File: src/rtl/tmw_pkg.sv
// Package with register map, field positions and mode codes of the 8-bit timer
package tmw_pkg;
    localparam int           CNT_W         = 8;
    localparam logic [7:0]   CNT_MAX       = 8'hff;
    localparam logic [7:0]   CNT_BOTTOM    = 8'h00;
    // Register byte offsets
    localparam logic [7:0]   OFS_CTRL_A    = 8'h00;
    localparam logic [7:0]   OFS_CTRL_B    = 8'h04;
    localparam logic [7:0]   OFS_COUNTER   = 8'h08;
    localparam logic [7:0]   OFS_CMP_A     = 8'h0c;
    localparam logic [7:0]   OFS_CMP_B     = 8'h10;
    localparam logic [7:0]   OFS_FLAGS     = 8'h14;
    // Control A fields
    localparam int           CA_MODE_A_LSB = 6;
    localparam int           CA_MODE_B_LSB = 4;
    localparam int           CA_WGM_LSB    = 0;
    // Control B fields
    localparam int           CB_RUN_BIT    = 0;
    localparam int           CB_WGM_HI_BIT = 3;
    localparam int           CB_FORCE_B    = 6;
    localparam int           CB_FORCE_A    = 7;
    // Flag fields
    localparam int           FL_OVF_BIT    = 0;
    localparam int           FL_CMP_A_BIT  = 1;
    localparam int           FL_CMP_B_BIT  = 2;
    // Reset values
    localparam logic [7:0]   RST_BYTE      = 8'h00;
    localparam logic [1:0]   RST_COM       = 2'h0;
    localparam logic [2:0]   RST_WGM       = 3'h0;
    // Waveform generation modes
    typedef enum logic [2:0] {
        WGM_NORMAL   = 3'b000,
        WGM_CLEAR    = 3'b010,
        WGM_FAST     = 3'b011,
        WGM_FAST_TOP = 3'b111
    } tmw_wgm_type;
    // Compare output modes
    localparam logic [1:0]   COM_OFF       = 2'h0;
    localparam logic [1:0]   COM_TOGGLE    = 2'h1;
    localparam logic [1:0]   COM_CLEAR     = 2'h2;
    localparam logic [1:0]   COM_SET       = 2'h3;
endpackage

File: src/rtl/tmw_timer.sv
// Top module: 8-bit timer with compare outputs, normal, clear-on-match and fast PWM modes
//
// Overview of operation
// RL1 - Output mode field picks next waveform state and selects waveform or port for pin.
// RL2 - Reset clears both internal waveform output registers to zero.
// RL3 - Nonzero output mode field routes waveform instead of port value; direction unchanged.
// RL4 - Software must set the pin direction to output to see the waveform.
// RL5 - Output mode zero leaves the waveform state unchanged on a match.
// RL6 - New output mode acts at next match; force strobe acts at once in non-PWM.
// RL7 - Count sequence depends only on generation mode, never on output mode fields.
// RL8 - Mode 0 counts up always, wrapping 0xFF to 0x00, no compare clear.
// RL9 - Normal mode sets overflow flag as counter becomes zero; interrupt completion or a flag write clears it.
// RL10 - Overflow flag clears automatically when its interrupt is executed.
// RL11 - Mode 2 clears the counter when it equals compare value A.
// RL12 - Clear-on-match compare A unbuffered; below count means wrap through 0xFF first.
// RL13 - Clear-on-match sets compare flag A each time the counter reaches top.
// RL14 - Clear-on-match with output mode 1 toggles channel A on every match.
// RL15 - Clear-on-match sets overflow flag when counter rolls from maximum to zero.
// RL16 - Modes 3 and 7 count single slope to top: 0xFF or compare value A.
// RL17 - Fast PWM mode 2 clears on match, sets at zero; mode 3 inverse.
// RL18 - Fast PWM counts until equal to top, then clears next timer cycle.
// RL19 - Fast PWM sets overflow flag each time the counter reaches top.
// RL20 - Fast PWM output mode 1 toggles A only with mode high bit; never B.
// RL21 - Fast PWM compare zero gives one-tick spike; maximum gives constant output level.
// RL22 - Fast PWM keeps compare writes double buffered, toggle option included.
// RL23 - PWM modes load buffered compare values into active registers only at top.
// RL24 - Forced compare updates output only; no flag, no counter clear or reload.
// RL25 - Compare flag sets on timer cycle after counter equals the compare value.
// RL26 - Software counter write blocks every match in the next timer cycle.
// RL27 - All logic on one system clock, advancing only on timer clock enable.
//
// Implementation choices: the placing of the registers and the APB slave port.
`timescale 1ns/10ps
`default_nettype none

module tmw_timer (
    input  wire logic        pclk,
    input  wire logic        presetn,
    input  wire logic        psel,
    input  wire logic        penable,
    input  wire logic        pwrite,
    input  wire logic [7:0]  paddr,
    input  wire logic [31:0] pwdata,
    output logic      [31:0] prdata,
    output logic             pready,
    output logic             pslverr,
    input  wire logic        timer_tick,
    input  wire logic        ovf_irq_done,
    input  wire logic        cmp_a_irq_done,
    input  wire logic        cmp_b_irq_done,
    input  wire logic [1:0]  port_out_value,
    input  wire logic [1:0]  port_dir,
    output logic      [1:0]  pin_out,
    output logic      [1:0]  pin_oe,
    output logic      [1:0]  waveform_output,
    output logic      [2:0]  flags_out
);

    // Control and data registers
    logic [1:0]  compare_output_mode_field [2];
    logic [2:0]  waveform_generation_mode_field;
    logic        run_r;
    logic [7:0]  counter_value_r;
    logic [7:0]  counter_value_nxt;
    logic [7:0]  cmp_buf_r [2];
    logic [7:0]  cmp_act_r [2];
    logic        block_r;
    logic        overflow_flag_r;
    logic [1:0]  channel_compare_flag_r;
    logic [1:0]  wave_r;
    logic [31:0] prdata_r;

    // Bus decode
    wire         setup_ph    = psel & ~penable;
    wire         access_ph   = psel & penable;
    wire         wr_en       = access_ph & pwrite;
    wire         sel_ctrl_a  = (paddr == tmw_pkg::OFS_CTRL_A);
    wire         sel_ctrl_b  = (paddr == tmw_pkg::OFS_CTRL_B);
    wire         sel_counter = (paddr == tmw_pkg::OFS_COUNTER);
    wire         sel_cmp_a   = (paddr == tmw_pkg::OFS_CMP_A);
    wire         sel_cmp_b   = (paddr == tmw_pkg::OFS_CMP_B);
    wire         sel_flags   = (paddr == tmw_pkg::OFS_FLAGS);
    wire         mapped      = sel_ctrl_a | sel_ctrl_b | sel_counter
                               | sel_cmp_a | sel_cmp_b | sel_flags;
    wire         wr_ctrl_a   = wr_en & sel_ctrl_a;
    wire         wr_ctrl_b   = wr_en & sel_ctrl_b;
    wire         wr_counter  = wr_en & sel_counter;
    wire         wr_flags    = wr_en & sel_flags;
    wire [1:0]   wr_cmp      = {wr_en & sel_cmp_b, wr_en & sel_cmp_a};

    assign pready  = penable;
    assign pslverr = access_ph & ~mapped;
    assign prdata  = prdata_r;

    // Mode decode
    // RL7 count mode
    wire         mode_normal = (waveform_generation_mode_field == tmw_pkg::WGM_NORMAL);
    wire         mode_clear  = (waveform_generation_mode_field == tmw_pkg::WGM_CLEAR);
    wire         mode_fast   = (waveform_generation_mode_field == tmw_pkg::WGM_FAST)
                               | (waveform_generation_mode_field == tmw_pkg::WGM_FAST_TOP);
    wire         mode_hi     = waveform_generation_mode_field[2];
    // RL27 timer advance
    wire         tick        = timer_tick & run_r;
    // RL16 top select
    wire         top_is_a    = mode_clear
                               | (waveform_generation_mode_field == tmw_pkg::WGM_FAST_TOP);
    wire [7:0]   top_value   = top_is_a ? cmp_act_r[0] : tmw_pkg::CNT_MAX;
    wire         at_top      = (counter_value_r == top_value);
    wire         at_max      = (counter_value_r == tmw_pkg::CNT_MAX);
    // RL11 restart at top
    wire         restart     = (mode_clear | mode_fast) & at_top;
    // RL26 match blocking
    wire [1:0]   match;
    wire [1:0]   force_pulse;

    // RL8 counter sequence
    always_comb begin
        counter_value_nxt = counter_value_r;
        if (wr_counter) begin
            counter_value_nxt = pwdata[7:0];
        end else if (tick) begin
            // RL18 clear after top
            if (restart) begin
                counter_value_nxt = tmw_pkg::CNT_BOTTOM;
            end else begin
                counter_value_nxt = counter_value_r + 8'h01;
            end
        end
    end

    always_ff @(posedge pclk or negedge presetn) begin
        if (!presetn) begin
            counter_value_r <= tmw_pkg::RST_BYTE;
        end else begin
            counter_value_r <= counter_value_nxt;
        end
    end

    // RL26 block after write
    always_ff @(posedge pclk or negedge presetn) begin
        if (!presetn) begin
            block_r <= 1'b0;
        end else if (wr_counter) begin
            block_r <= 1'b1;
        end else if (tick) begin
            block_r <= 1'b0;
        end
    end

    // Control registers
    always_ff @(posedge pclk or negedge presetn) begin
        if (!presetn) begin
            compare_output_mode_field[0]        <= tmw_pkg::RST_COM;
            compare_output_mode_field[1]        <= tmw_pkg::RST_COM;
            waveform_generation_mode_field      <= tmw_pkg::RST_WGM;
            run_r                               <= 1'b0;
        end else begin
            if (wr_ctrl_a) begin
                compare_output_mode_field[0]       <= pwdata[tmw_pkg::CA_MODE_A_LSB +: 2];
                compare_output_mode_field[1]       <= pwdata[tmw_pkg::CA_MODE_B_LSB +: 2];
                waveform_generation_mode_field[1:0] <= pwdata[tmw_pkg::CA_WGM_LSB +: 2];
            end
            if (wr_ctrl_b) begin
                waveform_generation_mode_field[2] <= pwdata[tmw_pkg::CB_WGM_HI_BIT];
                run_r                             <= pwdata[tmw_pkg::CB_RUN_BIT];
            end
        end
    end

    // RL6 immediate force
    // RL24 force strobe
    assign force_pulse = {2{wr_ctrl_b & ~mode_fast}}
                         & {pwdata[tmw_pkg::CB_FORCE_B], pwdata[tmw_pkg::CB_FORCE_A]};

    // RL9 overflow flag
    // Counter write wins over count, so no wrap and no flag then
    wire ovf_set = tick & ~wr_counter & ((mode_fast & at_top) | (~mode_fast & at_max));
    // RL15 rollover in clear-on-match also reaches here through at_max
    always_ff @(posedge pclk or negedge presetn) begin
        if (!presetn) begin
            overflow_flag_r <= 1'b0;
        end else if (ovf_set) begin
            // RL19 set at top
            overflow_flag_r <= 1'b1;
        end else if (ovf_irq_done | (wr_flags & pwdata[tmw_pkg::FL_OVF_BIT])) begin
            // RL10 cleared by interrupt
            overflow_flag_r <= 1'b0;
        end
    end

    // Per channel compare, flag and waveform logic
    genvar ch;
    generate
        for (ch = 0; ch < 2; ch++) begin : g_ch
            logic       next_wave;
            logic       flag_clr;
            wire  [1:0] com      = compare_output_mode_field[ch];
            wire        eq_cmp   = (counter_value_r == cmp_act_r[ch]);
            // RL25 match at tick
            assign match[ch]     = tick & eq_cmp & ~block_r;
            // RL20 toggle only on A
            wire        fast_tog = (ch == 0) & mode_hi & (com == tmw_pkg::COM_TOGGLE);
            // RL21 match at top ignored
            wire        ign_top  = mode_fast & com[1] & (cmp_act_r[ch] == top_value);

            // RL5 waveform next state
            always_comb begin
                next_wave = wave_r[ch];
                if (mode_fast) begin
                    if (tick & restart & com[1]) begin
                        // RL17 bottom action
                        next_wave = ~com[0];
                    end else if (match[ch] & ~ign_top) begin
                        if (com[1]) begin
                            next_wave = com[0];
                        end else if (fast_tog) begin
                            next_wave = ~wave_r[ch];
                        end
                    end
                end else if (match[ch] | force_pulse[ch]) begin
                    // RL14 toggle, clear or set
                    case (com)
                        tmw_pkg::COM_TOGGLE: next_wave = ~wave_r[ch];
                        tmw_pkg::COM_CLEAR:  next_wave = 1'b0;
                        tmw_pkg::COM_SET:    next_wave = 1'b1;
                        default:             next_wave = wave_r[ch];
                    endcase
                end
            end

            // RL2 waveform reset
            always_ff @(posedge pclk or negedge presetn) begin
                if (!presetn) begin
                    wave_r[ch] <= 1'b0;
                end else begin
                    wave_r[ch] <= next_wave;
                end
            end

            // RL13 compare flag
            assign flag_clr = (ch == 0) ? cmp_a_irq_done : cmp_b_irq_done;
            always_ff @(posedge pclk or negedge presetn) begin
                if (!presetn) begin
                    channel_compare_flag_r[ch] <= 1'b0;
                end else if (match[ch]) begin
                    channel_compare_flag_r[ch] <= 1'b1;
                end else if (flag_clr | (wr_flags & pwdata[tmw_pkg::FL_CMP_A_BIT + ch])) begin
                    channel_compare_flag_r[ch] <= 1'b0;
                end
            end

            // RL22 buffered compare
            always_ff @(posedge pclk or negedge presetn) begin
                if (!presetn) begin
                    cmp_buf_r[ch] <= tmw_pkg::RST_BYTE;
                    cmp_act_r[ch] <= tmw_pkg::RST_BYTE;
                end else begin
                    if (wr_cmp[ch]) begin
                        cmp_buf_r[ch] <= pwdata[7:0];
                    end
                    if (!mode_fast && wr_cmp[ch]) begin
                        // RL12 direct load
                        cmp_act_r[ch] <= pwdata[7:0];
                    end else if (!mode_fast) begin
                        cmp_act_r[ch] <= cmp_buf_r[ch];
                    end else if (tick && at_top) begin
                        // RL23 load at top
                        cmp_act_r[ch] <= cmp_buf_r[ch];
                    end
                end
            end

            // RL3 pin override
            assign pin_out[ch] = (com != tmw_pkg::COM_OFF) ? wave_r[ch] : port_out_value[ch];
            // RL4 direction from port
            assign pin_oe[ch]  = port_dir[ch];
        end
    endgenerate

    assign waveform_output = wave_r;
    assign flags_out       = {channel_compare_flag_r, overflow_flag_r};

    // Read data, latched in the setup phase
    always_ff @(posedge pclk or negedge presetn) begin
        if (!presetn) begin
            prdata_r <= 32'h0000_0000;
        end else if (setup_ph) begin
            prdata_r <= 32'h0000_0000;
            if (sel_ctrl_a) begin
                prdata_r[7:0] <= {compare_output_mode_field[0], compare_output_mode_field[1],
                                  2'h0, waveform_generation_mode_field[1:0]};
            end else if (sel_ctrl_b) begin
                prdata_r[7:0] <= {4'h0, waveform_generation_mode_field[2], 2'h0, run_r};
            end else if (sel_counter) begin
                prdata_r[7:0] <= counter_value_r;
            end else if (sel_cmp_a) begin
                prdata_r[7:0] <= cmp_buf_r[0];
            end else if (sel_cmp_b) begin
                prdata_r[7:0] <= cmp_buf_r[1];
            end else if (sel_flags) begin
                prdata_r[7:0] <= {5'h00, channel_compare_flag_r, overflow_flag_r};
            end
        end
    end

endmodule

`default_nettype wire

File: config.mk
export PLATFORM = sky130hd
export DESIGN_NAME = tmw_timer
export DESIGN_NICKNAME = d
export VERILOG_FILES = /design/src/rtl/tmw_pkg.sv /design/src/rtl/tmw_timer.sv
export SDC_FILE = /design/constraint.sdc
export NUM_CORES = 1
export LEC_CHECK = 0
export BUFFER_PORTS_ARGS = -buffer_cell sky130_fd_sc_hd__buf_2
export CAP_MARGIN = 20
export CORE_MARGIN = 5
export CORE_UTILIZATION = 55
export CTS_CLUSTER_DIAMETER = 30
export DETAILED_ROUTE_END_ITERATION = 10
export MAX_ROUTING_LAYER = met4
export PLACE_DENSITY = 0.92
export SLEW_MARGIN = 20
export SYNTH_ARGS = -nofsm -noshare
export SYNTH_HDL_FRONTEND = slang
export SYNTH_SLANG_ARGS = --single-unit
File: constraint.sdc
create_clock -name pclk -period 3.4 [get_ports pclk]
set_clock_uncertainty 0.15 [all_clocks]
set_input_delay 0.85 -clock pclk [delete_from_list [all_inputs] [get_ports pclk]]
set_output_delay 0.85 -clock pclk [all_outputs]
set_load 0.02 [all_outputs]
==> run summary <==
The width of the die is 96.9 um. The tightest min-delay check is of the flop to flop type. Clock root buffer: sky130_fd_sc_hd__clkbuf_8. Summed over all cells, the static leakage comes to 2.13 nW. The logs give 550 for the final-stage net count and 0.626 for the share of the core filled with cells in the final layout.

The fraction of layout cells with a size suffix above 1 works out to 0.234. Summing all flip-flop and latch instances after layout gives 1550 sq um. The number of buffers added on ports is 43. For the placer's final routability congestion estimate, the log shows 0.907. Summed over all layers, the global routing overflow is 0. Yosys mapped a number of flops with a built-in enable equal to 0.

For the relative max-transition margin, the log shows 0.353. The count of pins over their slew limit was 0. The transition time of the tightest slew-check pin came out at 0.970 ns. The part of the total power dissipated in the clock network is 0.366. The overall power of the completed layout was 1.55 mW. Setup violations remaining at the end of the flow were counted as 0.

In the synthesized netlist the dominant register cell turns out to be sky130_fd_sc_hd__dfrtp_1. Initial antenna violation count: 0. The proportion of total power due to net switching is 0.274, and the maximum count of clock buffers along a single path is 2. TritonCTS built the clock tree. The tools report the total setup buffers inserted after CTS as 0. The routed via count divided by cell count is 6.22. The kind of start point of the critical path was an input port. The pre-antenna-repair detailed-routing pass consisted of 5 iterations. The DRC marker count from the first detailed-route iteration is 470. The count of vias placed by the detailed router is 3693, and the total wirelength of the detailed-routed design is 11.3 mm.

The logs give 0.122 for the portion of total power attributed to combinational logic and 0.570 for the initial cell density of the core. The die covers 9390 sq um. The tools report the number of fill cells as 572. At the placement stage, the worst setup path has a slack of -0.0323 ns. In the final layout, the multi-input gates occupy 2310 sq um. Counting distinct cell types in the post-synthesis netlist gives 64. Static timing analysis puts the maximum clock frequency at 312 MHz. The floorplan step defined a core boundary enclosing 7290 sq um. The clock latency on the worst-skew pair came out at 0.34 ns.

Setup repair after global routing left no endpoint under its margin. Entering global routing, the biggest net connects 45 pins. The H-tree was split into 3 levels. The floorplan has 31 rows. For the via count of the first global-routing pass, the log shows 3494. The tools report the count of final hold-check violations as 0. The run gives 0 as the number of antenna diodes. For this design, the CTS-stage hold fixing added 0 buffers. Once detail routing completed, the nets flagged for antenna violations numbered 0. Data on the critical path arrives at its endpoint at 2.20 ns. The first global-routing pass estimated 17.9 mm of wire.

STA classifies the critical path endpoint as an output port. The flow ran to the end, and the final reports show no timing, DRC or antenna violations. The area added between synthesis and finish is 9.91%. The shortest clock period the worst path allows after layout was 3.20 ns; the placed wire-length estimate was 8.30 mm. Counting every sink on the clock net gives 62. The all-layer global routing usage was 0.242; the smallest setup slack after layout was 0.197 ns. The count of warnings emitted by yosys is 0.

Across the run, the number of max-cap violations was 0. Fraction of synthesis flops using an asynchronous set or reset pin: 1.00. The wire length per cell after detailed routing is 19.0 um. The critical path is of the input port to output port type. The worst-path maximum fanout is 3.

STA puts the critical path data required time at 2.40 ns. Summed over all nets, the switching power comes to 424 uW. The floorplan step set the die height to 96.9 um. For the number of buffers created by CTS, the log shows 9. In this run the cell area of the synthesized design comes to 4160 sq um. 96 I/O pins were placed.

For this design the ratio of total power to cell area is 339 nW/um^2. The sequential share of the synthesized area was 0.373; the largest vdd supply drop was 0.323 mV. Flip-flop and latch count after synthesis: 62. The mean instance size in the synthesized netlist was 9.21 sq um; the number of instances resized during post-cts repair was 0.

Proportion of power drawn by flip-flops and latches: 0.512. The internal portion of the total power is 1.12 mW. The final cycle utilization of the critical path came out at 0.942.

In the routed design, unresolved DRC markers number 0. The synthesized netlist cell count was 451; the clock slew at the register clock pins of the worst setup and hold paths was 0.06 ns.
power groups by stage:
stage          registers (mW)  clock network [mW]  logic [mW]
6_report                0.792               0.567       0.190
5_1_grt                 0.794               0.607       0.206
4_1_cts                 0.791               0.571       0.188
3_5_place_dp            0.804                   0       0.186
3_3_place_gp            0.801                   0       0.178
2_1_floorplan           0.790                   0       0.150
sequential cells by signal (all words and copies together) (netlist names), 2 cells and up:
signal                          cells
cmp_act_r                          16
cmp_buf_r                          16
flags_out                           2
counter_value_r                     8
g_ch.com                            4
waveform_output                     2
prdata                              8
waveform_generation_mode_field      3
critical path: stages:
cell and delay, ns:
sky130_fd_sc_hd__buf_2 0.10, sky130_fd_sc_hd__or4_4 0.52, sky130_fd_sc_hd__buf_4 0.16, sky130_fd_sc_hd__nor3_1 0.20
sky130_fd_sc_hd__buf_4 0.17, sky130_fd_sc_hd__nor3_1 0.04, sky130_fd_sc_hd__buf_2 0.17
metrics by stage:
stage	hold slack [ns]	TNS, ns	instances	instance area, sq um
4_1_cts	0.336	0	594	4570
5_1_grt	0.364	0	594	4570
2_1_floorplan	0.317	0	474	4240
6_report	0.338	0	594	4570
3_5_place_dp	0.322	-0.0323	579	4400
3_3_place_gp	0.316	0	579	4400
layer usage:
metal,global-route usage,routed length [um]
met1,0.291,4290
met2,0.385,5320
met3,0.0482,1180
met4,0.127,515
met5,-,0
kinds of logic (layout without fill, tap and decap cells):
family                   count (synthesis)  after routing  share of synthesized area
flip-flops                              62             62                      0.373
XOR/XNOR                                21             21                     0.0461
adder cells (fa/ha/maj)                  6              6                     0.0181
buffers and inverters                   68             89                     0.0930
other                                    1             24                   0.000902
AO/OA/AOI/OAI                          100            100                      0.162
AND/OR/NAND/NOR                        147            147                      0.188
multiplexers                            46             46                      0.119
worst paths after layout:
check,from,endpoint,slack [ns],cells after the start
min in group asynchronous,presetn,prdata[0],0.51,1
min,prdata[3],prdata[3],0.34,2
max reg2reg,waveform_generation_mode_field[2],counter_value_r[5],0.44,8
max in group asynchronous,presetn,cmp_buf_r[9],1.86,2
min reg2reg,prdata[3],prdata[3],0.34,2
max,paddr[6],pslverr,0.20,7
layout by cell type (no fill, tap or decap), types with 4 or more instances in the layout:
cell type	count
sky130_fd_sc_hd__nor2_1	20
sky130_fd_sc_hd__clkbuf_8	11
sky130_fd_sc_hd__a21oi_1	14
sky130_fd_sc_hd__nor3b_1	9
sky130_fd_sc_hd__a31oi_1	6
sky130_fd_sc_hd__o21ai_0	35
sky130_fd_sc_hd__and2_1	6
sky130_fd_sc_hd__and3_1	6
sky130_fd_sc_hd__a21o_1	4
sky130_fd_sc_hd__xor2_1	9
sky130_fd_sc_hd__dfrtp_1	62
sky130_fd_sc_hd__mux2_2	25
sky130_fd_sc_hd__a32oi_1	4
sky130_fd_sc_hd__xnor2_1	11
sky130_fd_sc_hd__nand2_1	58
sky130_fd_sc_hd__conb_1	24
sky130_fd_sc_hd__ha_1	6
sky130_fd_sc_hd__buf_2	43
sky130_fd_sc_hd__a221o_1	6
sky130_fd_sc_hd__a221oi_1	4
sky130_fd_sc_hd__nor3_1	9
sky130_fd_sc_hd__mux2i_1	20
sky130_fd_sc_hd__buf_4	22
sky130_fd_sc_hd__nand3_1	7
sky130_fd_sc_hd__inv_1	9
sky130_fd_sc_hd__nand4_1	8
final cells by class:
type / instances / area share
Clock buffer: 14 / 0.0356
Sequential cell: 62 / 0.340
Inverter: 9 / 0.00740
Tap cell: 99 / 0.0271
Clock inverter: 1 / 0.00110
Timing Repair Buffer: 65 / 0.0833
Multi-Input combinational cell: 344 / 0.506
cell usage after synthesis (all sizes together) (2+ instances only):
master	instances	area (sq um)
dfrtp	62	1550
nand2	59	224
buf	37	260
o21ai	36	184
mux2	26	293
clkbuf	22	92.6
nor2	21	81.3
mux2i	20	200
a21oi	14	70.1
xnor2	12	113
nor3	10	61.3
inv	9	33.8
nor3b	9	67.6
xor2	9	78.8
nand4	8	50.1
a31oi	7	43.8
and2	7	43.8
nand3	7	35.0
a221o	6	60.1
and3	6	37.5
ha	6	75.1
a21o	4	30.0
a221oi	4	35.0
a32oi	4	35.0
or3	4	30.0
a211oi	3	27.5
a22o	3	26.3
a22oi	3	27.5
nand2b	3	18.8
nand3b	3	22.5
nor4	3	31.3
o221ai	3	26.3
o31ai	3	22.5
and4	2	17.5
o211ai	2	15.0
or4	2	18.8
No activity file was read; power rests on OpenSTA's default activity.
